==> config.mk <==
export PLATFORM = sky130hd
export DESIGN_NAME = reset_idle_ctrl
export DESIGN_NICKNAME = d
export VERILOG_FILES = /design/src/rtl/reset_idle_ctrl.v
export VERILOG_INCLUDE_DIRS = /design/src /design/src/rtl
export SDC_FILE = /design/constraint.sdc
export NUM_CORES = 1
export LEC_CHECK = 0
export BUFFER_PORTS_ARGS = -buffer_cell sky130_fd_sc_hd__buf_2
export CAP_MARGIN = 30
export CORE_UTILIZATION = 49
export CTS_CLUSTER_DIAMETER = 80
export DETAILED_ROUTE_END_ITERATION = 10
export PLACE_DENSITY_LB_ADDON = 0.1
export REMOVE_ABC_BUFFERS = 1
export SYNTH_ARGS = -nofsm -noshare
export SYNTH_HDL_FRONTEND = slang
export SYNTH_SLANG_ARGS = --single-unit
==> constraint.sdc <==
create_clock -name mclk -period 2.1 [get_ports mclk]
set_input_delay 0.42 -clock mclk [delete_from_list [all_inputs] [get_ports mclk]]
set_output_delay 0.42 -clock mclk [all_outputs]
set_load 0.03 [all_outputs]
==> src/rtl/reset_idle_consts.vh <==
/*
 Constants for the reset and idle control block: register offsets, field
 positions, reset values and timing counts. Assumes a 100 MHz mclk.
*/
`ifndef RESET_IDLE_CONSTS_VH
`define RESET_IDLE_CONSTS_VH
`define PWR_CFG_OFFSET 12'h000
`define AUX_CFG_OFFSET 12'h004
`define STATUS_OFFSET 12'h008
`define CTRL_OFFSET 12'h00C
`define IDLE_BIT 0
`define PDOWN_BIT 1
`define GF0_BIT 2
`define GF1_BIT 3
`define DSPEED_BIT 0
`define BOOTMAP_BIT 0
`define PWR_CFG_RESET 8'h00
`define MIN_RST_CLKS 24
`define WDOG_PULSE_CLKS 96
`define KEY_WAKE_CLKS 1024
`define SETTLE_CLKS 8
`define RESET_PC 16'h0000
`endif

==> src/rtl/reset_idle_ctrl.v <==
/*
 Reset, idle and power-down control with an APB register slave.
 Assumes inputs synchronous to mclk except ext_rst, which is synchronised here for the width counter and the settle countdown;
 state, wake count, settle count and clock enables take it raw; the CPU honours cpu_clk_en, mem_block and cpu_rst.
*/
// Added by the designer: the address map and the APB slave port.
`timescale 1ns/10ps
`include "reset_idle_consts.vh"
module reset_idle_ctrl #(
  parameter MIN_RST = `MIN_RST_CLKS,
  parameter WDOG_PULSE = `WDOG_PULSE_CLKS,
  parameter KEY_WAKE = `KEY_WAKE_CLKS,
  parameter SETTLE = `SETTLE_CLKS
) (
  input wire mclk,
  input wire rst_b,
  input wire psel,
  input wire penable,
  input wire pwrite,
  input wire [11:0] paddr,
  input wire [31:0] pwdata,
  output wire pready,
  output reg [31:0] prdata,
  output wire pslverr,
  input wire ext_rst,
  input wire watchdog_expire,
  input wire boot_jump_fuse,
  input wire irq_pending,
  input wire key_wake_input,
  input wire ext_int_wake,
  output wire rst_pin_out,
  output wire rst_pin_oe,
  output wire cpu_rst,
  output wire [15:0] reset_vector,
  output wire cpu_clk_en,
  output wire periph_clk_en,
  output wire osc_run,
  output wire clk_div2,
  output wire mem_block,
  output wire boot_map_enable
);
  localparam ST_RUN = 2'd0;
  localparam ST_IDLE = 2'd1;
  localparam ST_PDOWN = 2'd2;
  localparam ST_WAKE = 2'd3;

  reg sync1_r;
  reg sync2_r;
  reg [7:0] rst_cnt_r;
  reg warm_rst_r;
  reg [7:0] wd_cnt_r;
  reg [10:0] wake_cnt_r;
  reg [3:0] settle_cnt_r;
  reg [1:0] state_r;
  reg [1:0] state_nxt;
  reg idle_request_bit;
  reg powerdown_request_bit;
  reg general_flag_zero;
  reg general_flag_one;
  reg double_speed_mode;
  reg boot_map_r;
  reg boot_loaded_r;
  reg idle_nxt;
  reg pdown_nxt;
  reg gf0_nxt;
  reg gf1_nxt;
  reg dspeed_nxt;
  reg [10:0] wake_cnt_nxt;
  wire wd_active;
  wire wr_en;
  wire idle_clr_async;
  wire sel_pwr;
  wire sel_aux;
  wire sel_stat;
  wire sel_ctrl;

  function [2:0] decode;
    input [11:0] a;
    begin
      if (a == `PWR_CFG_OFFSET) begin
        decode = 3'h1;
      end else if (a == `AUX_CFG_OFFSET) begin
        decode = 3'h2;
      end else if (a == `STATUS_OFFSET) begin
        decode = 3'h3;
      end else if (a == `CTRL_OFFSET) begin
        decode = 3'h4;
      end else begin
        decode = 3'h0;
      end
    end
  endfunction

  assign pready = 1'b1;
  assign pslverr = psel & penable & (decode(paddr) == 3'h0);
  assign wr_en = psel & penable & pwrite;

  assign sel_pwr = (decode(paddr) == 3'h1);
  assign sel_aux = (decode(paddr) == 3'h2);
  assign sel_stat = (decode(paddr) == 3'h3);
  assign sel_ctrl = (decode(paddr) == 3'h4);

  // Pin synchroniser; first stage feeds only the second
  always @(posedge mclk or negedge rst_b) begin
    if (!rst_b) begin
      sync1_r <= 1'b0;
      sync2_r <= 1'b0;
    end else begin
      sync1_r <= ext_rst;
      sync2_r <= sync1_r;
    end
  end

  // Width counter in mclk periods, same count in either speed mode
  always @(posedge mclk or negedge rst_b) begin
    if (!rst_b) begin
      rst_cnt_r <= 8'h00;
      warm_rst_r <= 1'b1;
    end else if (sync2_r) begin
      if (rst_cnt_r < MIN_RST[7:0]) begin
        rst_cnt_r <= rst_cnt_r + 8'h01;
      end else begin
        warm_rst_r <= 1'b1;
      end
    end else begin
      rst_cnt_r <= 8'h00;
      warm_rst_r <= wd_active;
    end
  end

  // Watchdog reset-out pulse
  always @(posedge mclk or negedge rst_b) begin
    if (!rst_b) begin
      wd_cnt_r <= 8'h00;
    end else if (wd_cnt_r != 8'h00) begin
      wd_cnt_r <= wd_cnt_r - 8'h01;
    end else if (watchdog_expire) begin
      wd_cnt_r <= WDOG_PULSE[7:0];
    end
  end
  assign wd_active = (wd_cnt_r != 8'h00);
  assign rst_pin_out = wd_active;
  assign rst_pin_oe = wd_active;

  // Held through the whole pulse, released after it ends
  assign cpu_rst = warm_rst_r | wd_active;
  assign reset_vector = `RESET_PC;

  // Pin level clears idle without a clock edge
  assign idle_clr_async = ext_rst | ~rst_b;

  always @* begin
    state_nxt = state_r;
    case (state_r)
      ST_RUN: begin
        if (powerdown_request_bit) begin
          state_nxt = ST_PDOWN;
        end else if (idle_request_bit) begin
          state_nxt = ST_IDLE;
        end
      end
      ST_IDLE: begin
        if (irq_pending) begin
          state_nxt = ST_RUN;
        end
      end
      ST_PDOWN: begin
        if (key_wake_input | ext_int_wake) begin
          state_nxt = ST_WAKE;
        end
      end
      default: begin
        if (wake_cnt_r == 11'h000 && !ext_int_wake) begin
          state_nxt = ST_RUN;
        end
      end
    endcase
  end

  // Key wake holds the peripherals off while the oscillator restarts
  always @* begin
    wake_cnt_nxt = wake_cnt_r;
    if (warm_rst_r | ext_rst) begin
      wake_cnt_nxt = 11'h000;
    end else if (state_r == ST_PDOWN && state_nxt == ST_WAKE) begin
      wake_cnt_nxt = key_wake_input ? KEY_WAKE[10:0] : 11'h000;
    end else if (wake_cnt_r != 11'h000) begin
      wake_cnt_nxt = wake_cnt_r - 11'h001;
    end
  end

  always @(posedge mclk or negedge rst_b) begin
    if (!rst_b) begin
      state_r <= ST_RUN;
      wake_cnt_r <= 11'h000;
    end else begin
      wake_cnt_r <= wake_cnt_nxt;
      if (warm_rst_r | ext_rst) begin
        state_r <= ST_RUN;
      end else begin
        state_r <= state_nxt;
      end
    end
  end

  // Hardware clear beats a software write; clearing stops re-entry
  always @* begin
    idle_nxt = idle_request_bit;
    pdown_nxt = powerdown_request_bit;
    if (warm_rst_r) begin
      idle_nxt = 1'b0;
      pdown_nxt = 1'b0;
    end else if ((state_r == ST_IDLE && irq_pending) || state_nxt == ST_WAKE) begin
      idle_nxt = 1'b0;
      pdown_nxt = 1'b0;
    end else if (wr_en && sel_pwr) begin
      idle_nxt = pwdata[`IDLE_BIT];
      pdown_nxt = pwdata[`PDOWN_BIT];
    end
  end

  always @(posedge mclk or posedge idle_clr_async) begin
    if (idle_clr_async) begin
      idle_request_bit <= 1'b0;
      powerdown_request_bit <= 1'b0;
    end else begin
      idle_request_bit <= idle_nxt;
      powerdown_request_bit <= pdown_nxt;
    end
  end

  // Flags and speed mode are plain software state
  always @* begin
    gf0_nxt = general_flag_zero;
    gf1_nxt = general_flag_one;
    dspeed_nxt = double_speed_mode;
    if (warm_rst_r) begin
      gf0_nxt = 1'b0;
      gf1_nxt = 1'b0;
      dspeed_nxt = 1'b0;
    end else if (wr_en && sel_pwr) begin
      gf0_nxt = pwdata[`GF0_BIT];
      gf1_nxt = pwdata[`GF1_BIT];
    end else if (wr_en && sel_ctrl) begin
      dspeed_nxt = pwdata[`DSPEED_BIT];
    end
  end

  always @(posedge mclk or negedge rst_b) begin
    if (!rst_b) begin
      general_flag_zero <= 1'b0;
      general_flag_one <= 1'b0;
      double_speed_mode <= 1'b0;
    end else begin
      general_flag_zero <= gf0_nxt;
      general_flag_one <= gf1_nxt;
      double_speed_mode <= dspeed_nxt;
    end
  end

  // Fuse caught on the first clock after cpu_rst releases, never in async branch
  always @(posedge mclk or negedge rst_b) begin
    if (!rst_b) begin
      boot_map_r <= 1'b0;
      boot_loaded_r <= 1'b0;
    end else if (cpu_rst) begin
      boot_loaded_r <= 1'b0;
    end else if (!boot_loaded_r) begin
      boot_map_r <= boot_jump_fuse;
      boot_loaded_r <= 1'b1;
    end else if (wr_en && sel_aux) begin
      boot_map_r <= pwdata[`BOOTMAP_BIT];
    end
  end
  assign boot_map_enable = boot_map_r;

  // RAM locked from reset-pin exit of a low-power mode until the SETTLE count runs out, counting only while the synchronised pin is low
  always @(posedge mclk or negedge rst_b) begin
    if (!rst_b) begin
      settle_cnt_r <= 4'h0;
    end else if (ext_rst && state_r != ST_RUN) begin
      settle_cnt_r <= SETTLE[3:0];
    end else if (settle_cnt_r != 4'h0 && !sync2_r) begin
      settle_cnt_r <= settle_cnt_r - 4'h1;
    end
  end
  assign mem_block = (settle_cnt_r != 4'h0);

  // CPU stopped while gated; state held because the core sees no edge
  // Pin level restores the clocks at once, except periph_clk_en during a key-wake count, which waits for the next edge
  assign cpu_clk_en = ((state_r == ST_RUN) | ext_rst) & ~idle_request_bit &
    ~powerdown_request_bit;
  assign periph_clk_en = ((state_r != ST_PDOWN) | ext_rst) &
    (wake_cnt_r == 11'h000);
  assign osc_run = (state_r != ST_PDOWN) | ext_rst;
  assign clk_div2 = ~double_speed_mode;

  // Unused bits and unmapped offsets read as zero
  function [31:0] read_word;
    input [2:0] sel;
    begin
      if (sel == 3'h1) begin
        read_word = {28'h0000000, general_flag_one, general_flag_zero,
          powerdown_request_bit, idle_request_bit};
      end else if (sel == 3'h2) begin
        read_word = {31'h00000000, boot_map_r};
      end else if (sel == 3'h3) begin
        read_word = {26'h0000000, mem_block, wd_active, cpu_rst, 1'b0, state_r};
      end else if (sel == 3'h4) begin
        read_word = {31'h00000000, double_speed_mode};
      end else begin
        read_word = 32'h00000000;
      end
    end
  endfunction

  // Loaded in the setup cycle so the access phase needs no wait
  always @(posedge mclk or negedge rst_b) begin
    if (!rst_b) begin
      prdata <= 32'h00000000;
    end else if (psel && !penable && !pwrite) begin
      prdata <= read_word({sel_ctrl, sel_stat | sel_aux, sel_stat | sel_pwr});
    end
  end
endmodule

==> key figures <==
Critical path
  – FF-to-FF path depth: 5
  – Crit path buf inv count: 3
  – Worst EP arrival: 1.83 ns
  – Reg2reg setup slack: ~0.15 ns
  – Critical-path cell list: inv_2, ha_4, or3b_4, nor4_4, inv_1, buf_6
  – Reg-to-reg startpoint: wd_cnt_r[0]$_DFFE_PN0P_
  – Critical path class: flop to output pin
  – Worst setup SP type: flop
  – Worst Setup End Kind: output pin
  – Critical Path Fanout Max: 3
  – Worst EP required: 1.68 ns
  – Critical path's slowest cell: dfrtp_1
  – CP max stage delay: ~0.4 ns
  – Reg2reg end: wd_cnt_r[7]$_DFFE_PN0P_
  – Crit path max-delay family: simple AND/OR/NAND/NOR gates

Cells and area
  – Area delta synth->final: 15.3%
  – Diode count: 0
  – Ratio of cells with drive above 1 in the final layout: a little over a quarter
  – Finished Core Util: between 50 and 60%
  – Nets: about 420
  – Area of the multi-input gates: 0.00146 mm^2
  – Design area: 0.00333 mm^2
  – Reg area: 0.00123 mm^2
  – # fillers: a little over 500

Drt
  – Routed wl met3: 185 um
  – Wirelength per Cell: roughly 13 um
  – Met1 Routed Length: between 2000 and 3000 um
  – Final WL: a little under 6000 um
  – Via count: 2246
  – DRC: 0
  – Drt pass-1 iters: 4
  – Uppermost layer routed: met4
  – Post-DRT Antenna Nets: 0
  – Starting DRT DRC Count: 75
  – Vias per cell: between 5 and 6
  – Met2 WL: ~2800 um

Logic synthesis
  – Mapped Area: ~0.0029 mm^2
  – Synth async-reset ratio: 100%
  – Mapped Cells: between 200 and 300
  – Register area share after synthesis: around 43%
  – Post-synthesis compound-gate area fraction: between 10% and 20%
  – Avg Cell Area, Syn: 9.69 um^2
  – Multiplexer share of the synthesized area: roughly 2.4%
  – Share of the synthesized area in the top cell type: between 40% and 50%
  – Main combinational cell family by area after synthesis: simple AND/OR/NAND/NOR gates
  – Adder-Cell Fraction of Synth Area: roughly 2.2%
  – Simple-Gate Fraction of Synth Area: around a quarter
  – Synth cell count leaders: 48 x dfrtp_1, 44 x buf_4, 23 x nor2_1
  – Xor-xnor portion of the synthesized cell area: ~2.7%
  – Register bit count reported by yosys: a little under 50
  – Top cell type by total area after synthesis: dfrtp_1
  – Yosys warning count: 0
  – Most frequent cell after synthesis: dfrtp_1
  – Area contributors post-synth: dfrtp_1 42%, buf_4 11%, nor2_1 3.0%, mux2i_1 2.4%, o21ai_0 2.3%
  – Yosys cell types: 52
  – Prevailing post-synth register cell: dfrtp_1
  – EDFF count, synth: 0

Pwr
  – Pleak: roughly 0.0016 uW
  – Max rail drop VDD: around 440 uV
  – Pwr dens: roughly 760 mW/mm^2

Flow run
  – Max-capacitance violation count: 0

Place
  – Gpl congestion: 0.890
  – Placement Cell Area: about 0.0031 mm^2
  – Post-DP HPWL: just over 4000 um
  – IO Port Bufs: between 40 and 50

Clocking
  – Root buffer cell: clkbuf_8
  – Clk slew on worst S/H paths: around 0.1 ns
  – Max Root-Sink Buffers: 2
  – Clk Latency, worst-skew pair: 0.31 ns
  – CTS Hold Bufs: 0
  – Num CTS Buffers: 5
  – CTS tree: built
  – Sink Count: between 40 and 50
  – H-tree Lvls: 2

Die
  – Full die area: 0.00620 mm^2
  – Ports: 114
  – Std-Cell Rows: 27
  – Die Wd: 78.8 um
  – Placeable core region: 0.00561 mm^2
  – Die H: roughly 79 um
  – Starting Density: 51.5%

Status
  – Failing checks: setup timing
  – Run status: finished with violations

STA
  – Final WS setup: -0.153 ns
  – Minimum clock period: roughly 2.3 ns
  – Endpoints failing setup: 3
  – Layout Skew: around 0.0092 ns
  – Fmax: about 440 MHz
  – Fin. Hold Viols: 0
  – Period utilization: 107%
  – RSZ-0062 raised after global routing: yes
  – Slew HR: around 62%
  – Pins over their slew limit: 0
  – Worst Tran Pin Value: 0.563 ns

Global routing
  – Vias in the first global route: between 2k and 2.5k
  – Largest net degree at the start of global routing: 21
  – Tot GR Track Use: between 10% and 20%
  – Total gr overflow: 0
  – First-pass GRT wire length: ~9400 um
  – Initial antenna violation count: 0

Worst hold path
  – Min-Delay Path Class: input port to asynchronous set/reset pin
[report_power, final]
group	internal, uW	total (uW)	switching (uW)
clock network	237	567	330
registers	1070	1200	131
logic	334	750	416
[per-layer routing]
layer / track usage [%] / up-vias
li1: - / 1099
met1: 25.6 / 1074
met2: 32.4 / 64
met3: 3.22 / 9
met4: 7.78 / 0
met5: 0 / -
[final cells by class]
| cell class | instances | area share, % |
|---|---|---|
| clock inverter | 3 | 0.639 |
| clock buffer | 5 | 2.07 |
| inverter | 14 | 1.58 |
| multi-input combinational | 228 | 43.9 |
| sequential | 49 | 36.9 |
| timing repair buffer | 64 | 12.3 |
| tap | 72 | 2.71 |
[layout by cell type, fill, tap and decap left out, types with 3 or more instances in the layout]
cell,instances
nand3_1,5
o21ai_0,13
nor3b_1,5
inv_2,5
dfrtp_1,48
or3_1,8
nor3_1,5
nand4_1,5
buf_6,3
o21ai_1,5
nor2b_1,6
nor4_1,7
inv_1,9
clkbuf_8,5
xnor2_1,6
a211oi_1,3
o31ai_1,7
a21oi_1,12
ha_1,3
nor2_1,23
a22oi_1,3
and2_1,6
mux2i_1,7
nand2_1,10
buf_2,38
buf_4,22
conb_1,43
or4_1,5
nand3b_1,3
nand2b_1,5
xor2_1,3
[flip-flops by register name, summed over array words and instances, names as in the netlist]
| register | count |
|---|---|
| state_r | 2 |
| wake_cnt_r | 11 |
| sync2_r | 1 |
| idle_request_bit | 1 |
| settle_cnt_r | 4 |
| boot_map_enable | 1 |
| sync1_r | 1 |
| rst_cnt_r | 8 |
| prdata | 6 |
| powerdown_request_bit | 1 |
| warm_rst_r | 1 |
| double_speed_mode | 1 |
| general_flag_zero | 1 |
| general_flag_one | 1 |
| wd_cnt_r | 8 |
| boot_loaded_r | 1 |
[worst max path at each step]
stage                     cells after the start      end  slack, ns               startpoint
after global placement                        6  cpu_rst       0.11  wd_cnt_r[0]$_DFFE_PN0P_
after detailed placement                      6  cpu_rst       0.08  wd_cnt_r[0]$_DFFE_PN0P_
final                                         6  cpu_rst      -0.15  wd_cnt_r[0]$_DFFE_PN0P_
after floorplan                               5  cpu_rst       0.11  wd_cnt_r[0]$_DFFE_PN0P_
after global routing                          6  cpu_rst      -0.19  wd_cnt_r[0]$_DFFE_PN0P_
after CTS                                     6  cpu_rst      -0.09  wd_cnt_r[0]$_DFFE_PN0P_
[cell families after synthesis]
group           count (synthesis)
fa+ha+maj                       5
mux                             7
flops                          49
simple gates                  110
xor+xnor                        9
other cells                     2
compound gates                 54
buf+inv                        62
[what timing repair did]
action                     in CTS  in global routing
setup endpoints to repair       4                  4
setup buffers                   8                  5
pin swaps                       3                  2
resized for setup               9                 10
[through the flow]
step                hold WS (ns)  instances  worst slack [ns]  setup TNS, ns  power [uW]
floorplan                  0.124        291             0.115              0        1630
global placement           0.334        414             0.107              0        1790
detailed placement         0.344        414            0.0793              0        1810
CTS                      0.00603        430           -0.0887         -0.192        2440
global route              0.0115        435            -0.189         -0.427        2670
finish                   0.00221        435            -0.153         -0.260        2510
No activity file was read; power rests on OpenSTA's default activity.
